### config.mk
export PLATFORM = sky130hd
export DESIGN_NAME = itrl_readout_latch
export DESIGN_NICKNAME = d
export VERILOG_FILES = /design/src/rtl/itrl_pkg.sv /design/src/rtl/itrl_count_core.sv /design/src/rtl/itrl_readout_latch.sv
export SDC_FILE = /design/constraint.sdc
export NUM_CORES = 1
export LEC_CHECK = 0
export BUFFER_PORTS_ARGS = -buffer_cell sky130_fd_sc_hd__buf_2
export CAP_MARGIN = 10
export CORE_UTILIZATION = 59
export CTS_BUF_LIST = sky130_fd_sc_hd__clkbuf_4
export DETAILED_ROUTE_END_ITERATION = 8
export PLACE_DENSITY_LB_ADDON = 0.08
export SLEW_MARGIN = 25
export SYNTH_ARGS = -nofsm -noshare
export SYNTH_HDL_FRONTEND = slang
export SYNTH_SLANG_ARGS = --single-unit
### constraint.sdc
create_clock -name MCLK -period 2.5 [get_ports MCLK]
set_input_delay 0.5 -clock MCLK [delete_from_list [all_inputs] [get_ports MCLK]]
set_output_delay 0.5 -clock MCLK [all_outputs]
set_load 0.03 [all_outputs]
### src/rtl/itrl_pkg.sv
// Purpose: shared constants for the interval timer readout latch
// Assumes: host I/O port accesses with 8-bit addresses and data
// Notes:   port map, control word fields, reset values, tick count

// =====================================================================
// package
package itrl_pkg;
    // i/o ports
    localparam logic [7:0] PORT_CNT0   = 8'h40;
    localparam logic [7:0] PORT_CNT2   = 8'h42;
    localparam logic [7:0] PORT_CMD    = 8'h43;
    localparam logic [7:0] PORT_SYSCTL = 8'h61;

    // control word fields
    localparam int         CW_SEL_LSB   = 6;
    localparam int         CW_FMT_LSB   = 4;
    localparam int         CW_MODE_LSB  = 1;
    localparam int         CW_BCD_BIT   = 0;
    localparam logic [1:0] SEL_READBACK = 2'h3;
    localparam int         RB_NCNT_BIT  = 5;
    localparam int         RB_NSTS_BIT  = 4;

    // system control port fields
    localparam int SC_GATE2_BIT = 0;
    localparam int SC_SPKEN_BIT = 1;
    localparam int SC_OUT2_BIT  = 5;

    // byte format of a counter
    typedef enum logic [1:0]
    {
        ITRL_FMT_LATCH = 2'b00,
        ITRL_FMT_LSB   = 2'b01,
        ITRL_FMT_MSB   = 2'b10,
        ITRL_FMT_BOTH  = 2'b11
    } itrl_fmt_e;

    // counting modes
    localparam logic [2:0] MODE_EOC     = 3'h0;
    localparam logic [2:0] MODE_ONESHOT = 3'h1;
    localparam logic [2:0] MODE_RATE    = 3'h2;
    localparam logic [2:0] MODE_SQUARE  = 3'h3;
    localparam logic [2:0] MODE_SWSTB   = 3'h4;
    localparam logic [2:0] MODE_HWSTB   = 3'h5;

    // values after reset
    localparam itrl_fmt_e  RST_FMT   = ITRL_FMT_BOTH;
    localparam logic [2:0] RST_MODE  = MODE_EOC;
    localparam logic [7:0] RST_RDATA = 8'h00;

    // timer tick derived from the system clock
    localparam int CLK_PERIOD_NS = 40;
    localparam int TMR_PERIOD_NS = 838;
    localparam int TICK_CYC = (TMR_PERIOD_NS + CLK_PERIOD_NS - 1) / CLK_PERIOD_NS;
endpackage : itrl_pkg

### src/rtl/itrl_count_core.sv
// Purpose: one live down counter with mode logic and output level
// Assumes: tick is a one-cycle pulse at the timer rate
// Notes:   counts in binary only; modes 6 and 7 alias 2 and 3

`timescale 1ns/1ps

// =====================================================================
// counter core
module itrl_count_core
(
    input  wire logic        clk,
    input  wire logic        rst,
    input  wire logic        ce,
    input  wire logic        tick,
    input  wire logic        gate,
    input  wire logic [2:0]  mode,
    input  wire logic        arm,
    input  wire logic        load,
    input  wire logic [15:0] load_val,
    output logic      [15:0] count,
    output logic             out_lvl,
    output logic             null_cnt
);
    logic [15:0] init_reg;
    logic        pend_reg;
    logic        run_reg;
    logic        gate_d_reg;
    logic [2:0]  md;
    logic        hw;
    logic        trig;

    // mode aliases and gate trigger
    assign md   = (mode[2:1] == 2'b11) ? {1'b0, mode[1:0]} : mode;
    assign hw   = (md == itrl_pkg::MODE_ONESHOT) || (md == itrl_pkg::MODE_HWSTB);
    assign trig = gate && !gate_d_reg;

    // gate edge history, sampled on timer ticks
    always_ff @(posedge clk)
    begin
        if (rst)
            gate_d_reg <= 1'b0;
        else if (ce && tick)
            gate_d_reg <= gate;
    end

    // load, reload and decrement
    always_ff @(posedge clk)
    begin
        if (rst)
        begin
            init_reg <= 16'h0000;
            count    <= 16'h0000;
            pend_reg <= 1'b0;
            run_reg  <= 1'b0;
            out_lvl  <= 1'b0;
            null_cnt <= 1'b0;
        end
        else if (ce)
        begin
            if (arm)
            begin
                out_lvl  <= (md != itrl_pkg::MODE_EOC);
                pend_reg <= 1'b0;
                run_reg  <= 1'b0;
            end
            else if (load)
            begin
                init_reg <= load_val;
                pend_reg <= 1'b1;
                null_cnt <= 1'b1;
                if (md == itrl_pkg::MODE_EOC)
                    out_lvl <= 1'b0;
            end
            else if (tick)
            begin
                if ((pend_reg && (!hw || trig)) || (hw && trig && run_reg))
                begin
                    count    <= init_reg;
                    pend_reg <= 1'b0;
                    null_cnt <= 1'b0;
                    run_reg  <= 1'b1;
                    if (md == itrl_pkg::MODE_ONESHOT)
                        out_lvl <= 1'b0;
                end
                else if (run_reg && (gate || hw))
                begin
                    case (md)
                        itrl_pkg::MODE_RATE:
                        begin
                            if (count == 16'h0001)
                            begin
                                count   <= init_reg;
                                out_lvl <= 1'b1;
                            end
                            else
                            begin
                                count   <= count - 16'h0001;
                                out_lvl <= (count != 16'h0002);
                            end
                        end
                        itrl_pkg::MODE_SQUARE:
                        begin
                            if (count <= 16'h0002)
                            begin
                                count   <= init_reg;
                                out_lvl <= !out_lvl;
                            end
                            else
                                count <= count - 16'h0002;
                        end
                        itrl_pkg::MODE_SWSTB, itrl_pkg::MODE_HWSTB:
                        begin
                            count   <= count - 16'h0001;
                            out_lvl <= (count != 16'h0001);
                        end
                        default:
                        begin
                            count <= count - 16'h0001;
                            if (count == 16'h0001)
                                out_lvl <= 1'b1;
                        end
                    endcase
                end
            end
        end
    end
endmodule : itrl_count_core

### src/rtl/itrl_readout_latch.sv
// Purpose: interval timer with count latch and read-back readout
// Assumes: one I/O access per cycle, strobes on the MCLK domain
// Notes:   counter 0 at 40h, counter 2 at 42h, commands at 43h

`timescale 1ns/1ps

// =====================================================================
// top
module itrl_readout_latch
#(
    parameter int TICK_DIV = itrl_pkg::TICK_CYC
)
(
    input  wire logic       MCLK,
    input  wire logic       SYS_RST,
    input  wire logic       CLK_EN,
    input  wire logic [7:0] IO_ADDR,
    input  wire logic       IO_WR,
    input  wire logic       IO_RD,
    input  wire logic [7:0] IO_WDATA,
    output logic      [7:0] IO_RDATA,
    output logic            TIMER0_OUT,
    output logic            SPEAKER_OUT
);
    localparam int NCH = 2;
    localparam int PW  = $clog2(TICK_DIV);

    itrl_pkg::itrl_fmt_e fmt_reg      [NCH];
    logic [2:0]          mode_reg     [NCH];
    logic [15:0]         lat_val_reg  [NCH];
    logic [7:0]          sts_val_reg  [NCH];
    logic [7:0]          wr_lo_reg    [NCH];
    logic [15:0]         load_val_reg [NCH];
    logic [15:0]         live         [NCH];
    logic [NCH-1:0]      bcd_reg;
    logic [NCH-1:0]      cnt_lat_reg;
    logic [NCH-1:0]      sts_lat_reg;
    logic [NCH-1:0]      rd_msb_reg;
    logic [NCH-1:0]      wr_msb_reg;
    logic [NCH-1:0]      load_reg;
    logic [NCH-1:0]      out_lvl;
    logic [NCH-1:0]      null_cnt;
    logic [NCH-1:0]      wr_cnt;
    logic [NCH-1:0]      rd_cnt;
    logic [NCH-1:0]      prog;
    logic [NCH-1:0]      lat_cmd;
    logic [NCH-1:0]      rb_cnt;
    logic [NCH-1:0]      rb_sts;
    logic [PW-1:0]       pre_reg;
    logic                tick_reg;
    logic                gate2_reg;
    logic                spk_en_reg;
    logic                cw_wr;

    // =================================================================
    // helpers

    // i/o port of a channel
    function automatic logic [7:0] chan_port(input int i);
        chan_port = (i == 0) ? itrl_pkg::PORT_CNT0 : itrl_pkg::PORT_CNT2;
    endfunction : chan_port

    // byte presented for the current read position
    function automatic logic [7:0] pick_byte(input itrl_pkg::itrl_fmt_e f,
                                             input logic msb,
                                             input logic [15:0] v);
        if (f == itrl_pkg::ITRL_FMT_MSB || (f == itrl_pkg::ITRL_FMT_BOTH && msb))
            pick_byte = v[15:8];
        else
            pick_byte = v[7:0];
    endfunction : pick_byte

    // true when this read completes the count
    function automatic logic last_byte(input itrl_pkg::itrl_fmt_e f,
                                       input logic msb);
        last_byte = (f != itrl_pkg::ITRL_FMT_BOTH) || msb;
    endfunction : last_byte

    // =================================================================
    // access decode
    assign cw_wr = CLK_EN && IO_WR && (IO_ADDR == itrl_pkg::PORT_CMD);

    // per-channel strobes from port accesses and command words
    always_comb
    begin
        wr_cnt  = '0;
        rd_cnt  = '0;
        prog    = '0;
        lat_cmd = '0;
        rb_cnt  = '0;
        rb_sts  = '0;
        for (int i = 0; i < NCH; i++)
        begin
            wr_cnt[i] = CLK_EN && IO_WR && (IO_ADDR == chan_port(i));
            rd_cnt[i] = CLK_EN && IO_RD && (IO_ADDR == chan_port(i));
            if (cw_wr && IO_WDATA[7:6] == 2'(2 * i))
            begin
                lat_cmd[i] = (IO_WDATA[5:4] == itrl_pkg::ITRL_FMT_LATCH);
                prog[i]    = (IO_WDATA[5:4] != itrl_pkg::ITRL_FMT_LATCH);
            end
            if (cw_wr && IO_WDATA[7:6] == itrl_pkg::SEL_READBACK && IO_WDATA[2 * i + 1])
            begin
                rb_cnt[i] = !IO_WDATA[itrl_pkg::RB_NCNT_BIT];
                rb_sts[i] = !IO_WDATA[itrl_pkg::RB_NSTS_BIT];
            end
        end
    end

    // =================================================================
    // timer tick prescaler
    always_ff @(posedge MCLK)
    begin
        if (SYS_RST)
        begin
            pre_reg  <= '0;
            tick_reg <= 1'b0;
        end
        else if (CLK_EN)
        begin
            tick_reg <= (pre_reg == PW'(TICK_DIV - 1));
            if (pre_reg == PW'(TICK_DIV - 1))
                pre_reg <= '0;
            else
                pre_reg <= pre_reg + 1'b1;
        end
    end

    // =================================================================
    // programming

    // control word: mode, format, bcd; latch commands leave them alone
    always_ff @(posedge MCLK)
    begin
        if (SYS_RST)
        begin
            fmt_reg  <= '{default: itrl_pkg::RST_FMT};
            mode_reg <= '{default: itrl_pkg::RST_MODE};
            bcd_reg  <= '0;
        end
        else
        begin
            for (int i = 0; i < NCH; i++)
            begin
                if (prog[i])
                begin
                    fmt_reg[i]  <= itrl_pkg::itrl_fmt_e'(IO_WDATA[5:4]);
                    mode_reg[i] <= IO_WDATA[3:1];
                    bcd_reg[i]  <= IO_WDATA[itrl_pkg::CW_BCD_BIT];
                end
            end
        end
    end

    // initial count writes in the programmed byte format
    always_ff @(posedge MCLK)
    begin
        if (SYS_RST)
        begin
            wr_msb_reg   <= '0;
            load_reg     <= '0;
            wr_lo_reg    <= '{default: 8'h00};
            load_val_reg <= '{default: 16'h0000};
        end
        else if (CLK_EN)
        begin
            for (int i = 0; i < NCH; i++)
            begin
                load_reg[i] <= 1'b0;
                if (prog[i])
                    wr_msb_reg[i] <= 1'b0;
                else if (wr_cnt[i])
                begin
                    case (fmt_reg[i])
                        itrl_pkg::ITRL_FMT_LSB:
                        begin
                            load_reg[i]     <= 1'b1;
                            load_val_reg[i] <= {8'h00, IO_WDATA};
                        end
                        itrl_pkg::ITRL_FMT_MSB:
                        begin
                            load_reg[i]     <= 1'b1;
                            load_val_reg[i] <= {IO_WDATA, 8'h00};
                        end
                        default:
                        begin
                            wr_msb_reg[i] <= !wr_msb_reg[i];
                            if (!wr_msb_reg[i])
                                wr_lo_reg[i] <= IO_WDATA;
                            else
                            begin
                                load_reg[i]     <= 1'b1;
                                load_val_reg[i] <= {IO_WDATA, wr_lo_reg[i]};
                            end
                        end
                    endcase
                end
            end
        end
    end

    // system control port: gate and speaker enable
    always_ff @(posedge MCLK)
    begin
        if (SYS_RST)
        begin
            gate2_reg  <= 1'b0;
            spk_en_reg <= 1'b0;
        end
        else if (CLK_EN && IO_WR && IO_ADDR == itrl_pkg::PORT_SYSCTL)
        begin
            gate2_reg  <= IO_WDATA[itrl_pkg::SC_GATE2_BIT];
            spk_en_reg <= IO_WDATA[itrl_pkg::SC_SPKEN_BIT];
        end
    end

    // =================================================================
    // live counters; the latch only samples their count
    for (genvar g = 0; g < NCH; g++)
    begin : g_core
        itrl_count_core u_core
        (
            .clk      (MCLK),
            .rst      (SYS_RST),
            .ce       (CLK_EN),
            .tick     (tick_reg),
            .gate     ((g == 0) ? 1'b1 : gate2_reg),
            .mode     (mode_reg[g]),
            .arm      (prog[g]),
            .load     (load_reg[g]),
            .load_val (load_val_reg[g]),
            .count    (live[g]),
            .out_lvl  (out_lvl[g]),
            .null_cnt (null_cnt[g])
        );
    end

    // =================================================================
    // capture

    // count latch per channel, first capture wins
    always_ff @(posedge MCLK)
    begin
        if (SYS_RST)
        begin
            cnt_lat_reg <= '0;
            lat_val_reg <= '{default: 16'h0000};
        end
        else
        begin
            for (int i = 0; i < NCH; i++)
            begin
                if (prog[i])
                    cnt_lat_reg[i] <= 1'b0;
                else if ((lat_cmd[i] || rb_cnt[i]) && !cnt_lat_reg[i])
                begin
                    cnt_lat_reg[i] <= 1'b1;
                    lat_val_reg[i] <= live[i];
                end
                else if (rd_cnt[i] && !sts_lat_reg[i] && last_byte(fmt_reg[i], rd_msb_reg[i]))
                    cnt_lat_reg[i] <= 1'b0;
            end
        end
    end

    // status latch per channel, first capture wins
    always_ff @(posedge MCLK)
    begin
        if (SYS_RST)
        begin
            sts_lat_reg <= '0;
            sts_val_reg <= '{default: 8'h00};
        end
        else
        begin
            for (int i = 0; i < NCH; i++)
            begin
                if (prog[i])
                    sts_lat_reg[i] <= 1'b0;
                else if (rb_sts[i] && !sts_lat_reg[i])
                begin
                    sts_lat_reg[i] <= 1'b1;
                    sts_val_reg[i] <= {out_lvl[i], null_cnt[i], fmt_reg[i],
                                       mode_reg[i], bcd_reg[i]};
                end
                else if (rd_cnt[i])
                    sts_lat_reg[i] <= 1'b0;
            end
        end
    end

    // read byte pointer, low byte first
    always_ff @(posedge MCLK)
    begin
        if (SYS_RST)
            rd_msb_reg <= '0;
        else
        begin
            for (int i = 0; i < NCH; i++)
            begin
                if (prog[i])
                    rd_msb_reg[i] <= 1'b0;
                else if (rd_cnt[i] && !sts_lat_reg[i] && fmt_reg[i] == itrl_pkg::ITRL_FMT_BOTH)
                    rd_msb_reg[i] <= !rd_msb_reg[i];
            end
        end
    end

    // =================================================================
    // read data: status first, then latched count, else live count
    always_ff @(posedge MCLK)
    begin
        if (SYS_RST)
            IO_RDATA <= itrl_pkg::RST_RDATA;
        else if (CLK_EN && IO_RD)
        begin
            if (IO_ADDR == itrl_pkg::PORT_SYSCTL)
                IO_RDATA <= {2'b00, out_lvl[1], 3'b000, spk_en_reg, gate2_reg};
            else
                IO_RDATA <= 8'h00;
            for (int i = 0; i < NCH; i++)
            begin
                if (rd_cnt[i] && sts_lat_reg[i])
                    IO_RDATA <= sts_val_reg[i];
                else if (rd_cnt[i])
                    IO_RDATA <= pick_byte(fmt_reg[i], rd_msb_reg[i],
                                          cnt_lat_reg[i] ? lat_val_reg[i] : live[i]);
            end
        end
    end

    // timer outputs
    always_ff @(posedge MCLK)
    begin
        if (SYS_RST)
        begin
            TIMER0_OUT  <= 1'b0;
            SPEAKER_OUT <= 1'b0;
        end
        else if (CLK_EN)
        begin
            TIMER0_OUT  <= out_lvl[0];
            SPEAKER_OUT <= out_lvl[1] && spk_en_reg;
        end
    end

    // =================================================================
    // checks
    latch_capture_a : assert property (
        @(posedge MCLK) disable iff (SYS_RST)
        lat_cmd[0] && !cnt_lat_reg[0] |=> cnt_lat_reg[0] && lat_val_reg[0] == $past(live[0]))
        else $error("count latch did not capture the live count");

    latch_ignore_a : assert property (
        @(posedge MCLK) disable iff (SYS_RST)
        lat_cmd[0] && cnt_lat_reg[0] |=> $stable(lat_val_reg[0]) && cnt_lat_reg[0])
        else $error("second latch overwrote the held count");

    latch_release_a : assert property (
        @(posedge MCLK) disable iff (SYS_RST)
        rd_cnt[1] && cnt_lat_reg[1] && !sts_lat_reg[1] && last_byte(fmt_reg[1], rd_msb_reg[1])
        |=> !cnt_lat_reg[1])
        else $error("latch not released after full read");

    reprog_unlatch_a : assert property (
        @(posedge MCLK) disable iff (SYS_RST)
        prog[0] |=> !cnt_lat_reg[0] && !sts_lat_reg[0] && !rd_msb_reg[0])
        else $error("reprogramming left a latch held");

    mode_kept_a : assert property (
        @(posedge MCLK) disable iff (SYS_RST)
        lat_cmd[0] |=> $stable(mode_reg[0]) && $stable(fmt_reg[0]))
        else $error("latch command changed mode or format");

    latched_data_a : assert property (
        @(posedge MCLK) disable iff (SYS_RST)
        rd_cnt[0] && cnt_lat_reg[0] && !sts_lat_reg[0] && fmt_reg[0] == itrl_pkg::ITRL_FMT_LSB
        |=> IO_RDATA == $past(lat_val_reg[0][7:0]))
        else $error("latched low byte not returned");

    status_first_a : assert property (
        @(posedge MCLK) disable iff (SYS_RST)
        rd_cnt[1] && sts_lat_reg[1] && cnt_lat_reg[1]
        |=> IO_RDATA == $past(sts_val_reg[1]) && !sts_lat_reg[1] && cnt_lat_reg[1])
        else $error("status not returned ahead of count");

    other_held_a : assert property (
        @(posedge MCLK) disable iff (SYS_RST)
        rd_cnt[0] && cnt_lat_reg[1] |=> cnt_lat_reg[1] && $stable(lat_val_reg[1]))
        else $error("read of one counter released another");

    status_ignore_a : assert property (
        @(posedge MCLK) disable iff (SYS_RST)
        rb_sts[0] && sts_lat_reg[0] |=> $stable(sts_val_reg[0]))
        else $error("repeated status capture overwrote status");

    readback_both_a : assert property (
        @(posedge MCLK) disable iff (SYS_RST)
        rb_cnt[1] && rb_sts[1] && !cnt_lat_reg[1] && !sts_lat_reg[1]
        |=> cnt_lat_reg[1] && sts_lat_reg[1] && sts_val_reg[1][7] == $past(out_lvl[1]))
        else $error("read-back did not capture count and status");

    ptr_toggle_a : assert property (
        @(posedge MCLK) disable iff (SYS_RST)
        rd_cnt[0] && !sts_lat_reg[0] && fmt_reg[0] == itrl_pkg::ITRL_FMT_BOTH
        |=> rd_msb_reg[0] != $past(rd_msb_reg[0]))
        else $error("read byte pointer did not advance");
endmodule : itrl_readout_latch

==> results.cfg, run 1 <==
[status]
outcome = complete, no violations

[timing]
timing.max_slew.rel_slack = 0.504
finalSetupViolCount = 0
fmax_ghz = 0.427
minimum_clock_period_ps = 2340
timing.final.ws_setup_ps = 159
timing_hold_violations_final = 0
fin_max_slew_vios = 0
final.period_utilization = 0.936
worst_slew_pin_slew_ps = 740
finClkSkew_ps = 35.3

[power]
internal_power_mw = 4.96
p_seq_frac = 0.513
pwr_density_cell_nw_per_um2 = 512
netSwitchingFraction = 0.243
cell_leakage_power_nw = 5.04
power.share.clock = 0.444
comb_pwr_share = 0.043
p_sw_mw = 1.59
vdd.ir_drop.worst_mv = 0.483

[worst_setup_path]
crit_path_launch = g_core[0].u_core.count[0]
reg2regPathDepth = 7
reg2reg_setup_slack_ps = 160
crit_type = reg -> reg
worstSetupStartpointType = register
crit_path_end_kind = register
critPathRequiredTime_ps = 3030
reg2reg_to = g_core[0].u_core.count[12]
regToRegStartpoint = g_core[0].u_core.count[0]
worst_setup_path_endpoint = g_core[0].u_core.count[12]
timing.critical_path.fanout_max = 8
crit_arrival_ps = 2870

[grt]
grt_pass1_wl_mm = 50.5
globalRoute.totalOverflow = 0
grt_pass1_vias = 9386
track_usage = 0.348
grt_max_degree = 132
antenna_found_initial = 1

[synth]
post_synth_simple_gate_area = 0.225
synth.mux.area_fraction = 0.115
syn-instance-count = 1279
area_fraction_in_compound_gates_after_synthesis = 0.193
ys_ff_latch = 210
synth.lib_cells_used.distinct = 88
synthesis.nets = 1318
post_synth_instance_area_um2 = 10900
synth.yosys.seq_area_share = 0.387
synth-edff-count = 0
yosys_warnings = 0
synth_async_sr_flop_share = 0
yosys_most_used_dff = sky130_fd_sc_hd__dfxtp_1
synth_xor_xnor_area_share = 0.0113
synth_top_family_by_area = simple AND/OR/NAND/NOR gates
post_synth.cell_area_avg_um2 = 8.50
synth_fa_ha_area_frac = 0.0207

[min_path]
hold_path.class = in -> reg
worst_hold_path_stage_count = 2

[placed_design]
placedInstanceArea_um2 = 12100
place_worst_setup_slack_ps = -65.9
place_inst = 1585
port_buffers = 30
place_congestion = 1.01
hpwlAfterDp_mm = 23.4

[die]
die_width_um = 138
start_util = 0.603
fp.coreArea_um2 = 18000
chipHeight_um = 138
fp.dieArea_um2 = 19000
std_cell_rows = 49
num_io_pins = 31

[drt]
final_antenna_net_count = 0
drc = 0
drt_pre_antenna_iters = 5
vias_per_cell = 6.16
routed_wire_length_per_instance_um = 19.3
detail_route.iter0.violations = 754
totalWireLength_mm = 32.5
number_of_vias_after_detailed_routing = 10400

[cts]
clock_sink_total = 210
post_cts_hold_buffer_count = 0
clk-insertion-delay-late_ps = 670
maximum_root_to_sink_buffer_count = 3
tritoncts = yes
cts-root-buf = sky130_fd_sc_hd__clkbuf_4
tritoncts.num_buffers = 56
clkSlewWorstSetupHoldPaths_ps = 60
cts.htree.levels = 2

[layout]
fin_nets = 1457
stdcell_count = 1683
layout.cells.most_common_list = sky130_fd_sc_hd__dfxtp_1 (209), sky130_fd_sc_hd__nor2_1 (165), sky130_fd_sc_hd__nand2_1 (139), sky130_fd_sc_hd__buf_4 (135), sky130_fd_sc_hd__a21oi_1 (108)
final_core_util = 0.711
n_fill_cell = 1467
layout-area-overhead-vs-synth_pct = 17.9
final_layout_size_suffix_gt1_frac = 0.226
multi_input_area_um2 = 6180
layout_commonest_cell = sky130_fd_sc_hd__dfxtp_1
final-seq-area_um2 = 4210
final_area_um2 = 12800

[flow_run]
cap_viol_max_count = 0
-- power groups by stage --
stage / Sequential, mW / Clock [mW] / Combinational, mW
floorplan: 3.44 / 0 / 0.147
global placement: 3.44 / 0 / 0.277
detailed placement: 3.44 / 0 / 0.279
CTS: 3.36 / 2.95 / 0.280
global route: 3.36 / 3.13 / 0.307
finish: 3.36 / 2.91 / 0.285
-- Yosys cell counts, types with 6 or more instances --
| library cell | n | area [um^2] |
|---|---|---|
| sky130_fd_sc_hd__nor4_1 | 14 | 87.6 |
| sky130_fd_sc_hd__a21oi_1 | 108 | 541 |
| sky130_fd_sc_hd__mux4_2 | 16 | 360 |
| sky130_fd_sc_hd__o211ai_1 | 7 | 52.6 |
| sky130_fd_sc_hd__o311ai_0 | 6 | 52.6 |
| sky130_fd_sc_hd__a221oi_1 | 9 | 78.8 |
| sky130_fd_sc_hd__o21a_1 | 8 | 60.1 |
| sky130_fd_sc_hd__o21ai_0 | 38 | 190 |
| sky130_fd_sc_hd__clkbuf_1 | 63 | 236 |
| sky130_fd_sc_hd__nand2b_1 | 9 | 56.3 |
| sky130_fd_sc_hd__o31ai_1 | 6 | 45.0 |
| sky130_fd_sc_hd__a21boi_0 | 6 | 45.0 |
| sky130_fd_sc_hd__nor2_1 | 165 | 619 |
| sky130_fd_sc_hd__xor2_1 | 11 | 96.3 |
| sky130_fd_sc_hd__nand2_1 | 139 | 522 |
| sky130_fd_sc_hd__inv_1 | 31 | 116 |
| sky130_fd_sc_hd__nor3_1 | 36 | 180 |
| sky130_fd_sc_hd__ha_1 | 18 | 225 |
| sky130_fd_sc_hd__o22ai_1 | 12 | 75.1 |
| sky130_fd_sc_hd__a31oi_1 | 14 | 87.6 |
| sky130_fd_sc_hd__nor2b_1 | 10 | 62.6 |
| sky130_fd_sc_hd__nand4_1 | 16 | 100 |
| sky130_fd_sc_hd__a32oi_1 | 6 | 52.6 |
| sky130_fd_sc_hd__and2_1 | 10 | 62.6 |
| sky130_fd_sc_hd__dfxtp_1 | 210 | 4200 |
| sky130_fd_sc_hd__mux2_2 | 9 | 101 |
| sky130_fd_sc_hd__a211oi_1 | 33 | 248 |
| sky130_fd_sc_hd__mux2i_1 | 78 | 781 |
| sky130_fd_sc_hd__and3_1 | 12 | 75.1 |
| sky130_fd_sc_hd__buf_2 | 21 | 105 |
| sky130_fd_sc_hd__nand3_1 | 31 | 155 |
-- area by class of cell --
cell class,instances,share of cell area
clock buffer,84,0.0492
inverter,31,0.00908
sequential,210,0.328
timing repair buffer,175,0.105
antenna,1,0.000195
tap,229,0.0224
clock inverter,9,0.00313
multi-input combinational,944,0.483
-- how the worst min path moves through the flow --
stage | from | to | slack, ps
global route | SYS_RST | load_val_reg[7] | 70
detailed placement | lat_val_reg[22] | lat_val_reg[22] | 440
CTS | SYS_RST | load_val_reg[7] | 40
floorplan | lat_val_reg[31] | lat_val_reg[31] | 430
finish | SYS_RST | g_core[1].u_core.init_reg[7] | 80
global placement | lat_val_reg[29] | lat_val_reg[29] | 430
-- metrics by stage --
stage / hold WS [ps] / setup TNS [ps] / power (mW)
4_1_cts: 41.3 / 0 / 6.59
6_report: 81.2 / 0 / 6.56
3_3_place_gp: 434 / -413 / 3.71
5_1_grt: 66.1 / -10.5 / 6.80
2_1_floorplan: 429 / 0 / 3.59
3_5_place_dp: 444 / -774 / 3.72
-- what timing repair did --
item | in CTS | in global routing
gates resized for setup | 0 | 11
endpoints found under the hold margin | 0 | 0
setup endpoints to repair | 0 | 9
setup buffers | 0 | 4
-- critical path, stage by stage (launching register included) --
cell                       delay [ps]
sky130_fd_sc_hd__dfxtp_1          540
sky130_fd_sc_hd__ha_1             310
sky130_fd_sc_hd__nor3b_1          220
sky130_fd_sc_hd__nand4_1          180
sky130_fd_sc_hd__a21boi_0         480
sky130_fd_sc_hd__nor3_1           100
sky130_fd_sc_hd__a211oi_1         290
sky130_fd_sc_hd__a21oi_1          100
-- per-layer routing --
| layer | vias up | routed length [um] | track usage |
|---|---|---|---|
| met5 | - | 0 | 0 |
| met4 | 0 | 838 | 0.129 |
| met3 | 70 | 2860 | 0.0806 |
| met2 | 424 | 13600 | 0.498 |
| met1 | 4905 | 15100 | 0.505 |
| li1 | 4962 | - | - |
-- cell families after synthesis --
family	Yosys count
xor+xnor	14
mux	104
compound gates	315
fa+ha+maj	18
flops	210
buf+inv	125
simple gates	493
Note: power is estimated with default switching activity, not from simulation.
==> inputs of run 2 (changes only) <==
CAP_MARGIN = unset   (was 10)
MAX_ROUTING_LAYER = met4   (was unset)
==> results.cfg, run 2 (same netlist as run 1, synthesis figures left out) <==
[status]
outcome = complete, no violations

[cts]
post_cts_resized = 0
tritoncts.num_buffers = 54
cts-root-buf = sky130_fd_sc_hd__clkbuf_4
post_cts_setup_bufs = 0
maximum_root_to_sink_buffer_count = 3
post_cts_hold_buffer_count = 0
cts.htree.levels = 2
clk-insertion-delay-late_ps = 670
clkSlewWorstSetupHoldPaths_ps = 70
tritoncts = yes
clock_sink_total = 210

[timing]
minimum_clock_period_ps = 2390
finalSetupViolCount = 0
rsz0062_at_grt = false
timing.final.ws_setup_ps = 114
fin_max_slew_vios = 0
timing_hold_violations_final = 0
timing.max_slew.rel_slack = 0.508
fmax_ghz = 0.419
finClkSkew_ps = 37.7
final.period_utilization = 0.955
worst_slew_pin_slew_ps = 734

[die]
fp.coreArea_um2 = 18000
die_width_um = 138
fp.dieArea_um2 = 19000
std_cell_rows = 49
num_io_pins = 31
start_util = 0.603
chipHeight_um = 138

[power]
design_power_total_mw = 6.54
vdd.ir_drop.worst_mv = 0.509
pwr_density_cell_nw_per_um2 = 508
cell_leakage_power_nw = 5.09

[min_path]
holdCritStartpoint = IO_WDATA[2]
hold_path.class = in -> reg

[layout]
layout.cells.most_common_list = sky130_fd_sc_hd__dfxtp_1 (209), sky130_fd_sc_hd__nor2_1 (165), sky130_fd_sc_hd__buf_4 (144), sky130_fd_sc_hd__nand2_1 (139), sky130_fd_sc_hd__a21oi_1 (108)
final_area_um2 = 12900
final_layout_size_suffix_gt1_frac = 0.225
fin_nets = 1463
stdcell_count = 1689
layout-area-overhead-vs-synth_pct = 18.4
layout_commonest_cell = sky130_fd_sc_hd__dfxtp_1

[placed_design]
place_worst_setup_slack_ps = -78.8
port_buffers = 30
placedInstanceArea_um2 = 12200
hpwlAfterDp_mm = 23.6
place_inst = 1597
place_congestion = 1.06

[worst_setup_path]
crit_arrival_ps = 2900
critical_path.cell_chain = inv_1 -> ha_1 -> or4b_2 -> nor2_1 -> a21oi_1 -> a2111oi_0 -> buf_4 -> o32ai_1
crit_type = reg -> reg
worstSetupStartpointType = register
timing.critical_path.fanout_max = 4
regToRegStartpoint = g_core[1].u_core.count[1]
crit_slowest_cell = sky130_fd_sc_hd__or4b_2
slowest_delay_ps = 640
crit_path_end_kind = register
critPathRequiredTime_ps = 3010
crit_path_launch = g_core[1].u_core.count[1]

[drt]
drt_pre_antenna_iters = 5
detail_route.iter0.violations = 907
routed_wire_length_per_instance_um = 19.3
vias_per_cell = 6.14
final_antenna_net_count = 0
totalWireLength_mm = 32.6
drc = 0
number_of_vias_after_detailed_routing = 10400

[grt]
globalRoute.totalOverflow = 0
antenna_found_initial = 1
grt_pass1_wl_mm = 50.0
grt_pass1_vias = 9499
track_usage = 0.354
grt_max_degree = 128

[flow_run]
cap_viol_max_count = 0
## run 2: cell count changes in the layout (fill, tap and decap cells not counted), sizes merged
cell,change
buf,+8
clkbuf,-7
clkinv,+3
inv,+2
bufinv,+1
clkinvlp,-1
## run 2: area by class of cell
class / instances / area, um^2
multi-input combinational: 944 / 6180
clock buffer: 77 / 578
inverter: 31 / 116
sequential: 210 / 4210
fill: 1511 / 5160
clock inverter: 14 / 81.3
antenna: 1 / 2.50
tap: 229 / 287
timing repair buffer: 183 / 1420
## run 2: worst paths after layout
path,slack [ps],endpoint,cells past startpoint
max,110,g_core[1].u_core.count[15],8
max reg2reg,110,g_core[1].u_core.count[15],8
min,230,load_val_reg[10],3
min reg2reg,450,load_val_reg[24],2
## run 2: layer usage
layer	vias up	share of wire	wire, um	global-route usage
met2	471	0.43	14100	0.513
li1	4956	-	-	-
met1	4894	0.45	14800	0.499
met4	0	0.019	614	0.102
met5	-	0	0	-
met3	55	0.096	3120	0.0681
## run 2: power breakdown
group	switching (mW)	internal (mW)
clock	1.39	1.51
sequential	0.00713	3.35
combinational	0.190	0.0915
## run 2: worst max-delay path: cells and delay by family, from the launching register on
family / cells / cell delay (ps)
adders and majority gates: 1 / 190
buffers and inverters: 2 / 310
and+or+nand+nor: 2 / 800
AOI/OAI and AO/OA: 3 / 600
DFF: 1 / 330
## run 2: metrics by stage
step / hold WS (ps) / TNS, ps / util
floorplan: 429 / 0 / -
global placement: 434 / -361 / 0.676
detailed placement: 443 / -1030 / 0.676
CTS: 192 / 0 / 0.713
global route: 213 / 0 / 0.714
finish: 226 / 0 / 0.714
